$ cat src/design/dsg_pkg.sv
// shared constants and types of the dynamic stream read unit
`default_nettype none
package dsg_pkg;

  // ==========================================================
  // widths
  localparam int DATA_W   = 32;
  localparam int LINK_MAX = 16;
  localparam int IDX_W    = 4;
  localparam int ADDR_W   = 8;
  localparam int EC_W     = 5;

  // ==========================================================
  // register byte offsets
  localparam logic [ADDR_W-1:0] OFS_ISSUE  = 8'h00;
  localparam logic [ADDR_W-1:0] OFS_INDEX  = 8'h04;
  localparam logic [ADDR_W-1:0] OFS_MSR    = 8'h08;
  localparam logic [ADDR_W-1:0] OFS_ESR    = 8'h0c;
  localparam logic [ADDR_W-1:0] OFS_EDR    = 8'h10;
  localparam logic [ADDR_W-1:0] OFS_RESULT = 8'h14;
  localparam logic [ADDR_W-1:0] OFS_STATUS = 8'h18;

  // ==========================================================
  // field positions
  localparam int ISS_NB   = 0;
  localparam int ISS_CTRL = 1;
  localparam int ISS_TEST = 2;
  localparam int ISS_ATOM = 3;
  localparam int ISS_EXC  = 4;

  localparam int MSR_CARRY = 0;
  localparam int MSR_SERR  = 1;
  localparam int MSR_USER  = 2;

  localparam int ESR_EC_LSB  = 0;
  localparam int ESR_ESS_LSB = 5;

  localparam int STS_BUSY   = 0;
  localparam int STS_STALL  = 1;
  localparam int STS_HOLD   = 2;
  localparam int STS_ABORT  = 3;
  localparam int STS_UNIMPL = 4;

  // ==========================================================
  // cause codes and reset values
  localparam logic [EC_W-1:0]   EC_STREAM = 5'h00;
  localparam logic [EC_W-1:0]   EC_PRIV   = 5'h07;
  localparam logic [DATA_W-1:0] WORD_RST  = 32'h0000_0000;
  localparam logic [IDX_W-1:0]  IDX_RST   = 4'h0;
  localparam logic [EC_W-1:0]   EC_RST    = 5'h00;

  // ==========================================================
  // cycle counts
  localparam int LAT_FAST  = 1;
  localparam int LAT_SMALL = 2;

  // ==========================================================
  // types
  typedef enum logic [1:0] {
    S_IDLE = 2'b00,
    S_WAIT = 2'b01,
    S_EXEC = 2'b10,
    S_ACK  = 2'b11
  } dsg_state_t;

  typedef struct packed {
    logic              valid;
    logic              last;
    logic [DATA_W-1:0] data;
  } dsg_link_t;

  typedef struct packed {
    logic atom;
    logic exc;
    logic test;
    logic ctrl;
    logic nonblock;
  } dsg_op_t;

endpackage
`default_nettype wire

$ cat src/design/dsg_get_unit.sv
// dynamic stream read execution unit with apb register access
//
// Overview of operation
// - link chosen by four index bits per run
// - permitted run loads link word into result
// - non-blocking never stalls, carry shows absence
// - tag mismatch against control bit flags error
// - error flag only when word present too
// - exception variant records cause zero, index
// - stream exception keeps result, fills data reg
// - exception bit ignored unless configuration enables
// - test variants never raise accept
// - atomic variants hold off interrupts
// - blocking stall; interrupts served unless atomic
// - user mode under memory management faults
// - one cycle, or two with small area
// - exists only with links and extended ops
`timescale 1ns/10ps
`default_nettype none
module dsg_get_unit
  import dsg_pkg::*;
#(
  parameter int cfg_link_count            = 16,
  parameter int cfg_extended_link_ops     = 1,
  parameter int cfg_link_exception_enable = 1,
  parameter int cfg_memory_mgmt           = 1,
  parameter int cfg_allow_user_priv_ops   = 0,
  parameter int cfg_small_area            = 0
) (
  // clock and reset
  input  wire logic                      sys_clk_in,
  input  wire logic                      resetn_in,
  // apb slave
  input  wire logic [ADDR_W-1:0]         paddr_in,
  input  wire logic                      psel_in,
  input  wire logic                      penable_in,
  input  wire logic                      pwrite_in,
  input  wire logic [DATA_W-1:0]         pwdata_in,
  output logic [DATA_W-1:0]              prdata_out,
  output logic                           pready_out,
  output logic                           pslverr_out,
  // stream links
  input  wire dsg_link_t [LINK_MAX-1:0]  link_in,
  output logic [LINK_MAX-1:0]            link_accept_out,
  // core side
  input  wire logic                      interrupt_req_in,
  output logic                           interrupt_hold_out,
  output logic                           exception_out
);

  // ==========================================================
  // configuration
  localparam bit IMPL = (cfg_link_count > 0)
                        && (cfg_extended_link_ops == 1);
  localparam bit EXC_ON = (cfg_link_exception_enable == 1);
  localparam bit PRIV_ON = (cfg_memory_mgmt >= 1)
                           && (cfg_allow_user_priv_ops != 1);
  localparam int LAT = (cfg_small_area != 0) ? LAT_SMALL : LAT_FAST;

  // ==========================================================
  // address decode
  function automatic logic is_mapped(input logic [ADDR_W-1:0] a);
    is_mapped = (a == OFS_ISSUE) || (a == OFS_INDEX) || (a == OFS_MSR)
                || (a == OFS_ESR) || (a == OFS_EDR)
                || (a == OFS_RESULT) || (a == OFS_STATUS);
  endfunction

  // ==========================================================
  // state
  dsg_state_t             state;
  dsg_op_t                op;
  logic [IDX_W-1:0]       cur_idx;
  logic [DATA_W-1:0]      index_operand_register;
  logic [DATA_W-1:0]      result_word;
  logic [DATA_W-1:0]      exception_data_reg;
  logic [EC_W-1:0]        exception_cause_field;
  logic [IDX_W-1:0]       exception_specific_field;
  logic                   carry_flag;
  logic                   stream_error_flag;
  logic                   user_privilege_bit;
  logic                   abort_flag;

  // ==========================================================
  // internal nets
  logic                   wr_stb;
  logic                   refuse;
  logic [DATA_W-1:0]      rdata;
  dsg_link_t              sel;
  logic [LINK_MAX-1:0]    sel_onehot;
  logic                   issue_wr;
  logic                   in_eval;
  logic                   priv_fault;
  logic                   present;
  logic                   mismatch;
  logic                   stream_exc;
  logic                   finish;
  logic                   abort;
  logic                   next_accept;

  // ==========================================================
  // apb handshake
  dsg_apb_port u_apb (
    .sys_clk_in  (sys_clk_in),
    .resetn_in   (resetn_in),
    .psel_in     (psel_in),
    .penable_in  (penable_in),
    .pwrite_in   (pwrite_in),
    .pready_out  (pready_out),
    .pslverr_out (pslverr_out),
    .prdata_out  (prdata_out),
    .rdata_in    (rdata),
    .refuse_in   (refuse),
    .wr_stb_out  (wr_stb)
  );

  // issue while busy or when absent is refused
  always_comb begin
    refuse = !is_mapped(paddr_in);
    if (pwrite_in && (paddr_in == OFS_ISSUE)) begin
      refuse = (state != S_IDLE) || !IMPL;
    end
  end

  always_comb begin
    rdata = WORD_RST;
    unique case (paddr_in)
      OFS_INDEX:  rdata = index_operand_register;
      OFS_MSR: begin
        rdata[MSR_CARRY] = carry_flag;
        rdata[MSR_SERR]  = stream_error_flag;
        rdata[MSR_USER]  = user_privilege_bit;
      end
      OFS_ESR: begin
        rdata[ESR_EC_LSB +: EC_W]   = exception_cause_field;
        rdata[ESR_ESS_LSB +: IDX_W] = exception_specific_field;
      end
      OFS_EDR:    rdata = exception_data_reg;
      OFS_RESULT: rdata = result_word;
      OFS_STATUS: begin
        rdata[STS_BUSY]   = (state != S_IDLE);
        rdata[STS_STALL]  = in_eval && !finish;
        rdata[STS_HOLD]   = interrupt_hold_out;
        rdata[STS_ABORT]  = abort_flag;
        rdata[STS_UNIMPL] = !IMPL;
      end
      default:    rdata = WORD_RST;
    endcase
  end

  assign issue_wr = wr_stb && (paddr_in == OFS_ISSUE);

  // ==========================================================
  // link selection
  dsg_link_sel #(
    .LINKS (cfg_link_count)
  ) u_sel (
    .link_in    (link_in),
    .idx_in     (cur_idx),
    .sel_out    (sel),
    .onehot_out (sel_onehot)
  );

  // ==========================================================
  // evaluation terms
  always_comb begin
    in_eval    = (state == S_EXEC);
    priv_fault = PRIV_ON && user_privilege_bit;
    present    = sel.valid;
    mismatch   = present && (sel.last != op.ctrl);
    stream_exc = !priv_fault && mismatch && op.exc && EXC_ON;
    // blocking variants wait for a word
    finish     = in_eval && (priv_fault || present || op.nonblock);
    abort      = in_eval && !finish && interrupt_req_in
                 && !op.atom;
    next_accept = finish && present && !priv_fault
                  && !op.test;
  end

  // ==========================================================
  // sequencer
  always_ff @(posedge sys_clk_in or negedge resetn_in) begin
    if (!resetn_in) begin
      state <= S_IDLE;
    end else begin
      unique case (state)
        S_IDLE: begin
          if (issue_wr) begin
            state <= (LAT == LAT_SMALL) ? S_WAIT : S_EXEC;
          end
        end
        S_WAIT: begin
          state <= S_EXEC;
        end
        S_EXEC: begin
          if (abort) begin
            state <= S_IDLE;
          end else if (finish) begin
            state <= next_accept ? S_ACK : S_IDLE;
          end
        end
        S_ACK: begin
          state <= S_IDLE;
        end
      endcase
    end
  end

  // operand capture at issue
  always_ff @(posedge sys_clk_in or negedge resetn_in) begin
    if (!resetn_in) begin
      op      <= '0;
      cur_idx <= IDX_RST;
    end else if (issue_wr) begin
      op.nonblock <= pwdata_in[ISS_NB];
      op.ctrl     <= pwdata_in[ISS_CTRL];
      op.test     <= pwdata_in[ISS_TEST];
      op.atom     <= pwdata_in[ISS_ATOM];
      op.exc      <= pwdata_in[ISS_EXC];
      cur_idx     <= index_operand_register[IDX_W-1:0];
    end
  end

  always_ff @(posedge sys_clk_in or negedge resetn_in) begin
    if (!resetn_in) begin
      index_operand_register <= WORD_RST;
    end else if (wr_stb && (paddr_in == OFS_INDEX)) begin
      index_operand_register <= pwdata_in;
    end
  end

  // ==========================================================
  // link accept, one cycle after the decision
  always_ff @(posedge sys_clk_in or negedge resetn_in) begin
    if (!resetn_in) begin
      link_accept_out <= '0;
    end else begin
      link_accept_out <= next_accept ? sel_onehot : '0;
    end
  end

  // ==========================================================
  // destination
  always_ff @(posedge sys_clk_in or negedge resetn_in) begin
    if (!resetn_in) begin
      result_word <= WORD_RST;
    end else if (finish && !priv_fault && !stream_exc) begin
      result_word <= sel.data;
    end
  end

  // ==========================================================
  // machine status: instruction beats software
  always_ff @(posedge sys_clk_in or negedge resetn_in) begin
    if (!resetn_in) begin
      carry_flag         <= 1'b0;
      user_privilege_bit <= 1'b0;
    end else begin
      if (wr_stb && (paddr_in == OFS_MSR)) begin
        user_privilege_bit <= pwdata_in[MSR_USER];
      end
      if (finish && !priv_fault && op.nonblock) begin
        carry_flag <= !present;
      end else if (wr_stb && (paddr_in == OFS_MSR)) begin
        carry_flag <= pwdata_in[MSR_CARRY];
      end
    end
  end

  // sticky error, set wins over a clearing write
  always_ff @(posedge sys_clk_in or negedge resetn_in) begin
    if (!resetn_in) begin
      stream_error_flag <= 1'b0;
    end else if (finish && !priv_fault && mismatch) begin
      stream_error_flag <= 1'b1;
    end else if (wr_stb && (paddr_in == OFS_MSR)) begin
      stream_error_flag <= pwdata_in[MSR_SERR];
    end
  end

  // ==========================================================
  // exception records
  always_ff @(posedge sys_clk_in or negedge resetn_in) begin
    if (!resetn_in) begin
      exception_cause_field    <= EC_RST;
      exception_specific_field <= IDX_RST;
      exception_data_reg       <= WORD_RST;
    end else if (finish && priv_fault) begin
      exception_cause_field <= EC_PRIV;
    end else if (finish && stream_exc) begin
      exception_cause_field    <= EC_STREAM;
      exception_specific_field <= cur_idx;
      exception_data_reg       <= sel.data;
    end
  end

  always_ff @(posedge sys_clk_in or negedge resetn_in) begin
    if (!resetn_in) begin
      exception_out <= 1'b0;
    end else begin
      exception_out <= finish && (priv_fault || stream_exc);
    end
  end

  // ==========================================================
  // interrupt hold and stall abort
  always_ff @(posedge sys_clk_in or negedge resetn_in) begin
    if (!resetn_in) begin
      interrupt_hold_out <= 1'b0;
    end else if (issue_wr) begin
      interrupt_hold_out <= pwdata_in[ISS_ATOM];
    end else if (exception_out) begin
      interrupt_hold_out <= 1'b0;
    end
  end

  always_ff @(posedge sys_clk_in or negedge resetn_in) begin
    if (!resetn_in) begin
      abort_flag <= 1'b0;
    end else if (issue_wr) begin
      abort_flag <= 1'b0;
    end else if (abort) begin
      abort_flag <= 1'b1;
    end
  end

endmodule
`default_nettype wire

$ cat src/design/dsg_link_sel.sv
// link selection by index and one-hot accept decode
`timescale 1ns/10ps
`default_nettype none
module dsg_link_sel
  import dsg_pkg::*;
#(
  parameter int LINKS = LINK_MAX
) (
  // links
  input  wire dsg_link_t [LINK_MAX-1:0] link_in,
  // selection
  input  wire logic [IDX_W-1:0]         idx_in,
  output dsg_link_t                     sel_out,
  output logic [LINK_MAX-1:0]           onehot_out
);

  // ==========================================================
  // selection
  logic [LINK_MAX-1:0] fitted;

  genvar gi;
  generate
    for (gi = 0; gi < LINK_MAX; gi++) begin : g_link
      assign fitted[gi]     = (gi < LINKS);
      assign onehot_out[gi] = fitted[gi] && (idx_in == IDX_W'(gi));
    end
  endgenerate

  // unfitted links never show a word
  always_comb begin
    sel_out       = link_in[idx_in];
    sel_out.valid = link_in[idx_in].valid && fitted[idx_in];
  end

endmodule
`default_nettype wire

$ cat src/design/dsg_apb_port.sv
// apb slave handshake with one wait-free access phase
`timescale 1ns/10ps
`default_nettype none
module dsg_apb_port
  import dsg_pkg::*;
(
  // clock and reset
  input  wire logic              sys_clk_in,
  input  wire logic              resetn_in,
  // apb
  input  wire logic              psel_in,
  input  wire logic              penable_in,
  input  wire logic              pwrite_in,
  output logic                   pready_out,
  output logic                   pslverr_out,
  output logic [DATA_W-1:0]      prdata_out,
  // register side
  input  wire logic [DATA_W-1:0] rdata_in,
  input  wire logic              refuse_in,
  output logic                   wr_stb_out
);

  // ==========================================================
  // answer is loaded in the setup cycle
  always_ff @(posedge sys_clk_in or negedge resetn_in) begin
    if (!resetn_in) begin
      pready_out  <= 1'b0;
      pslverr_out <= 1'b0;
      prdata_out  <= WORD_RST;
    end else begin
      pready_out  <= psel_in && !penable_in;
      pslverr_out <= psel_in && !penable_in && refuse_in;
      if (psel_in && !penable_in) begin
        prdata_out <= pwrite_in ? WORD_RST : rdata_in;
      end
    end
  end

  // refused writes have no effect
  assign wr_stb_out = psel_in && penable_in && pready_out && pwrite_in
                      && !pslverr_out;

endmodule
`default_nettype wire

$ cat config.mk
export PLATFORM = sky130hd
export DESIGN_NAME = dsg_get_unit
export DESIGN_NICKNAME = d
export VERILOG_FILES = /design/src/design/dsg_pkg.sv /design/src/design/dsg_get_unit.sv /design/src/design/dsg_link_sel.sv /design/src/design/dsg_apb_port.sv
export SDC_FILE = /design/constraint.sdc
export NUM_CORES = 1
export LEC_CHECK = 0
export ABC_AREA = 1
export BUFFER_PORTS_ARGS = -buffer_cell sky130_fd_sc_hd__buf_2
export CAP_MARGIN = 20
export CORE_AREA = 2 2 251 253
export CTS_CLUSTER_SIZE = 8
export DETAILED_ROUTE_END_ITERATION = 10
export DIE_AREA = 0 0 253 255
export HOLD_SLACK_MARGIN = 0.08
export SLEW_MARGIN = 20
export SYNTH_ARGS = -nofsm -noshare
export SYNTH_HDL_FRONTEND = slang
export SYNTH_SLANG_ARGS = --single-unit
$ cat constraint.sdc
create_clock -name sys_clk_in -period 2.2 [get_ports sys_clk_in]
set_clock_uncertainty 0.2 [all_clocks]
set_input_delay 0.11 -clock sys_clk_in [delete_from_list [all_inputs] [get_ports sys_clk_in]]
set_output_delay 0.11 -clock sys_clk_in [all_outputs]
set_load 0.02 [all_outputs]
Word level (Yosys, flattened, before mapping)
Memories as Yosys holds them, arrays and structs flattened.
Index checks and enable logic that the tools add are counted.
{"block": "word_totals", "mem_bits_ro": 16, "word_cells": 134, "in_bits": 590, "mem_bits_rw": 0, "n_memories": 1, "latch_bits": 0, "register_bits": 172, "out_inout_bits": 52}
{"block": "op_classes", "multipliers": 0, "n_bitwise": 1, "div": 0, "reduce_logical": 57, "shift": 0, "add_sub_neg": 0, "eq_ne": 27, "mux": 25, "n_lt_le_gt_ge": 1}
{"name": "(name not given)", "words": 16, "word_bits": 1, "rd": 1, "rd_ports_with_merged_regs": 0, "wr": 0, "line_no": "dsg_link_sel.sv:32", "text": "sel_out.valid = link_in[idx_in].valid && fitted[idx_in];"}
{"operator": "$bmux 34 s4", "count": 1}
{"operator": "$pmux 23 s3", "count": 1}
{"operator": "$mux 34", "count": 1}
{"operator": "$eq 4x4->1 const B", "count": 8}
{"operator": "$mux 32", "count": 1}
{"operator": "$logic_and 1x1->1", "count": 28}
{"operator": "$eq 8x5->1 const B", "count": 3}
{"operator": "$pmux 3 s6", "count": 1}
{"operator": "$eq 4x3->1 const B", "count": 4}
{"operator": "$eq 8x4->1 const B", "count": 2}
{"operator": "$mux 16", "count": 1}
{"operator": "$pmux 4 s4", "count": 1}
{"operator": "$reduce_bool 2->1", "count": 6}
{"operator": "$mux 1", "count": 10}
{"operator": "$mux 5", "count": 2}
{"operator": "$pmux 2 s5", "count": 1}
{"operator": "$logic_not 1->1", "count": 9}
{"operator": "$logic_or 1x1->1", "count": 9}
{"operator": "$eq 4x2->1 const B", "count": 2}
{"operator": "$eq 8x3->1 const B", "count": 1}
{"operator": "$logic_not 8->1", "count": 1}
{"operator": "$mux 2", "count": 4}
{"operator": "$pmux 2 s4", "count": 1}
{"operator": "$lt 4x5->1 const B", "count": 1}
{"operator": "other kinds (10)", "count": 12}

Longest topological paths before layout
{"block": "depth", "ltp_word": 13, "depth_mapped": 18, "ltp_nobuf": 14}

Hierarchy
A second synthesis with hierarchy kept.
{"block": "hier_totals", "cells_unflattened": 2662, "hier_area_um2": 14219.9}
{"mod": "dsg_link_sel", "area_per_inst_um2": 6568.8, "instances": 1, "cells_per_inst": 1664}
{"mod": "dsg_get_unit", "area_per_inst_um2": 6090.8, "instances": 1, "cells_per_inst": 784}
{"mod": "dsg_apb_port", "area_per_inst_um2": 1560.2, "instances": 1, "cells_per_inst": 214}

Least setup slack after synthesis
OpenSTA, ideal clock, no wires.
{"block": "synth_timing", "kind": "register to register", "startpoint": "reg cur_idx[0]", "endpoint": "reg exception_data_reg[13]", "setup_slack_ns": 0.072, "t_arrival_ns": 1.811, "setup_ns": 0.117, "path_buffers": 4, "stages_incl_launch_ff": 17, "path_cell_list": "dfrtp_1 > buf_4 > buf_4 > nand2_1 > nand2_1 > nand2_1 > nand3_1 > nand2_1 > nand2_1 > o21ai_1 > nand2_2 > nor2_8 > nand2_2 > buf_6 > buf_6 > nand2_1 > nand2_1"}
{"block": "synth_between", "elab_chain_len": 9}
{"element": "start: declaration", "line_no": "dsg_get_unit.sv:72", "text": "logic [IDX_W-1:0] cur_idx;"}
{"element": "start signal: assignment", "line_no": "dsg_get_unit.sv:219", "text": "cur_idx <= index_operand_register[IDX_W-1:0];"}
{"element": "$mem_v2 16x1 or $bmux 34 s4 (tied branches)"}
{"element": "$mux 1 (implied by the code) or $mux 34 (tied branches)", "line_no": "dsg_link_sel.sv:32"}
{"element": "$logic_and 1x1->1", "line_no": "dsg_link_sel.sv:32"}
{"element": "$logic_or 1x1->1 (2 in series)", "line_no": "dsg_get_unit.sv:172", "text": "finish = in_eval && (priv_fault || present || op.nonblock);"}
{"element": "$logic_and 1x1->1", "line_no": "dsg_get_unit.sv:172"}
{"element": "$logic_and 1x1->1", "line_no": "dsg_get_unit.sv:287", "text": "end else if (finish && priv_fault) begin"}
{"element": "$not 1->1 (no line)"}
{"element": "$reduce_and 2->1 (no line)"}
{"element": "end signal: assignment", "line_no": "dsg_get_unit.sv:292", "text": "exception_data_reg <= sel.data;"}
{"element": "end: declaration", "line_no": "dsg_get_unit.sv:75", "text": "logic [DATA_W-1:0] exception_data_reg;"}
Parallel ways exist; a longest one is shown, timed or not. The select of a mux whose other input is x is not followed.
A chain may end at the register's enable or synchronous reset.

Worst setup path after layout
{"block": "layout_timing", "startpoint": "reg cur_idx[0]", "endpoint": "reg exception_data_reg[16]"}
The elaborated chain is that of the path after synthesis.

==> metrics list <==
- Smallest setup slack after layout: -0.1592 ns
- The Yosys step of the flow raised 0 warnings.
- The share of the Yosys chip area taken by registers is 0.3915.
* Total number of nets in the final design: 2851
- In the routed layout, each cell is associated on average with a via count of 4.789.
- CP Max Fanout: 6
- In the final layout, the share of cells above drive strength 1 is 0.4371.
* Routability congestion estimate from global placement: 0.9036
* Largest net degree at the start of global routing: 58
- Fin. Hold Viols: 0
* Core box area: 62160 µm²
* Shortest period the worst path allows: 2.359 ns
* Fraction of the core area covered by cells at the end of the flow: 0.3014
* Power per cell area: 473.1 nW/µm²
* Mux share of post-synthesis cell area: 0.02924
* Adder and majority cell fraction of the synthesized area: 0
* Tot Pwr: 0.008863 W
* Crit share post-route: 1.072
- Compound-gate portion of the synthesized area: 0.2732
- The tree is rooted in a sky130_fd_sc_hd__clkbuf_16.
- Remaining antenna violation count after routing: 0
- Count of TritonRoute iterations in the first routing pass: 6
- Syn avg cell area: 7.526 µm²
- Share of synthesized cell area in and, or, nand and nor gates: 0.2421
* Failing checks: negative setup slack
* DP HPWL: 58190 µm
* Most common cell after layout, fill and taps aside: sky130_fd_sc_hd__buf_2
- The final layout contains routed wiring with a total length of 73740 µm.
- The later pin in the worst-skew pair is clocked with a latency of 0.45 ns.
- The critical path in this run is classified as reg -> reg.
* Combinational family with the most area after synthesis: compound AO/OA/AOI/OAI gates
* Top-Level Pins: 642
- Relative to the synthesized area, the layout overhead comes to 74.44%.
- After synthesis, the netlist uses 34 different library cells.
- M2 GR Usage: 0.3450
* Max Cap Violations: 0
* Maximum buffer depth of the clock tree: 2
- Number of vias in the routed layout: 14832
* Mapped Nets: 2017
* Most common cell type on the critical path: sky130_fd_sc_hd__buf_12
* Worst setup slack before clock tree synthesis: -0.4868 ns
- At the worst endpoint, the arrival time is 2.49 ns.
- Slowest-stage cell, CP: sky130_fd_sc_hd__dfrtp_2
* Setup repair after global routing missed its margin: true
* Die area: 64520 µm²
- Post-route standard cell area excluding fillers: 18730 µm²
- Critical Path, Cell by Cell: buf_12 -> clkinv_8 -> nor2_4 -> buf_12 -> buf_12 -> a22oi_1 -> a21oi_1 -> nor3_1 -> nand2_1 -> nand3_1 -> nand2_1
- In the global route stage, met3 resource usage came out at 0.05095.
* H-tree depth: 4
* Die W: 253 µm
* Required @ worst endpoint: 2.33 ns
- Buffers placed on the I/O ports in this run total 641.
- Total DRC errors in the routed layout: 0
- Reg clk slew, reported paths: 0.08 ns
- The initial utilization of the core area, before any placement, comes to 0.1728.
* Cell area after synthesis: 10740 µm²
* Xor/xnor share of the synthesized area: 0
- The run finished, with violations left.
- Initial antenna violation count: 49
- Summed over all cells, the static leakage comes to 9.452 nW.
* Via count of the first global-routing pass: 14355
- TritonCTS sink count: 168
* Violation count after the first detailed-route iteration: 1366
* Endpoint kind of the worst setup timing path: flop
* Worst min-delay path class: in -> reg
* Worst path buffer plus inverter count: 4
- Height of the chip: 255 µm
* Number of enable-type register cells in the synthesized netlist: 0
- TritonCTS buffer count: 17
- For this run the aggregate overflow at the end of global routing stands at 0.
- Number of endpoints failing setup at the final stage: 85
* Clock tree from TritonCTS: yes
- For met1 alone, demand over resource in global routing was 0.2837.
* Crit-path max cell delay: 0.45 ns
- At the pin with the least slew margin, the transition time is 0.5184 ns.
- The first global-routing pass estimated 101000 µm of wire.
* Most used flip-flop cell after synthesis: sky130_fd_sc_hd__dfrtp_1
- Gate family responsible for the most delay along the worst path: simple AND/OR/NAND/NOR gates
- The floorplan has 92 rows.
- The final-report max-slew violation count came to 0.
- The library cells used most frequently in the layout, excluding fill and tap cells, are sky130_fd_sc_hd__buf_2 (640), sky130_fd_sc_hd__nand2_1 (414), sky130_fd_sc_hd__a22oi_1 (232).
* Ys async rst share: 1.000
* Startpoint class of the critical path: flop
- Global routing's busiest layer: met2
- Aggregate global-route resource usage: 0.2186
- In the synthesized netlist, the number of instances is 1427.
- Cell area after placement: 15870 µm²
- Largest vdd supply drop: 0.3940 mV
- WL per Instance: 23.81 µm
* Maximum clock frequency: 423.9 MHz
* Synthesis-stage register bit count: 168
- Relative slew slack: 0.6544
-- metrics by stage --
step	cells	hold WS (ns)	TNS, ns
2_1_floorplan	1427	-0.3856	0
3_3_place_gp	2894	-0.1151	-18.29
3_5_place_dp	2894	-0.1178	-16.63
4_1_cts	3069	0.08069	-7.933
5_1_grt	3094	0.1273	-19.29
6_report	3097	0.08803	-9.067
-- area by class of cell --
class / count / area, µm²
Inverter: 55 / 221.5
Multi-Input combinational cell: 1095 / 6504
Antenna cell: 24 / 60.06
Fill cell: 6786 / 43430
Sequential cell: 168 / 4207
Timing Repair Buffer: 923 / 6156
Clock inverter: 13 / 145.1
Clock buffer: 19 / 432.9
Tap cell: 799 / 999.7
Timing Repair inverter: 1 / 7.507
-- layer usage --
layer	wire (µm)	vias to the layer above
met2	34340	810
met3	5754	177
met5	192	-
met4	2764	30
li1	-	6775
met1	30690	7040
-- power breakdown --
group	internal [W]	total, W	switching (W)	leakage [nW]
clock network	0.00169	0.00304	0.00135	0.280
logic	0.00106	0.00220	0.00113	6.91
registers	0.00340	0.00362	0.000228	2.26
-- Yosys cell counts, types with 2 or more instances --
cell type	count	share of area
sky130_fd_sc_hd__a21oi_1	108	0.050
sky130_fd_sc_hd__a221oi_1	9	0.0073
sky130_fd_sc_hd__a22o_1	8	0.0065
sky130_fd_sc_hd__a22oi_1	256	0.18
sky130_fd_sc_hd__a32o_1	7	0.0065
sky130_fd_sc_hd__buf_1	8	0.0028
sky130_fd_sc_hd__buf_2	16	0.0075
sky130_fd_sc_hd__buf_4	5	0.0035
sky130_fd_sc_hd__buf_6	4	0.0042
sky130_fd_sc_hd__clkbuf_1	76	0.027
sky130_fd_sc_hd__clkinv_1	3	0.0010
sky130_fd_sc_hd__dfrtp_1	168	0.39
sky130_fd_sc_hd__inv_1	49	0.017
sky130_fd_sc_hd__inv_2	2	0.00070
sky130_fd_sc_hd__mux2_2	27	0.028
sky130_fd_sc_hd__nand2_1	443	0.15
sky130_fd_sc_hd__nand2_2	4	0.0023
sky130_fd_sc_hd__nand3_1	90	0.042
sky130_fd_sc_hd__nand4_1	7	0.0041
sky130_fd_sc_hd__nor2_1	46	0.016
sky130_fd_sc_hd__nor3_1	38	0.018
sky130_fd_sc_hd__o21ai_0	40	0.019
sky130_fd_sc_hd__o31ai_1	2	0.0014
-- timing repair --
action,in CTS,in global routing
hold endpoints to repair,265,0
endpoints found under the setup margin,88,89
buffers inserted,9,1
hold buffers,133,0
pin swaps,18,27
gates resized for setup,109,72
cloned,2,3
-- worst min-delay path, delay by kind of cell --
kind / cells / cell delay (ns)
AND/OR/NAND/NOR: 5 / 0.40
AO/OA/AOI/OAI: 1 / 0.09
buffers and inverters: 1 / 0.08
-- worst paths after layout --
path                                             start                      to  slack [ns]  depth (start not counted)
worst max-delay path                        cur_idx[0]  exception_data_reg[16]       -0.16                         11
max in group asynchronous                    resetn_in                   op[2]        0.53                          4
min in group asynchronous                    resetn_in    u_apb.prdata_out[28]        0.54                          3
worst max register to register              cur_idx[0]  exception_data_reg[16]       -0.16                         11
worst min register to register  exception_data_reg[19]  exception_data_reg[19]        0.27                          2
worst min-delay path                      link_in[478]   exception_data_reg[2]        0.09                          7
-- kinds of logic (layout without fill, tap and decap cells) --
logic type / count (synthesis) / after routing
AND/OR/NAND/NOR: 632 / 632
AO/OA/AOI/OAI: 435 / 435
flip-flops: 168 / 168
buffers and inverters: 164 / 1011
multiplexers: 28 / 28
other: 0 / 24
Power figures use the tool's default switching activity.
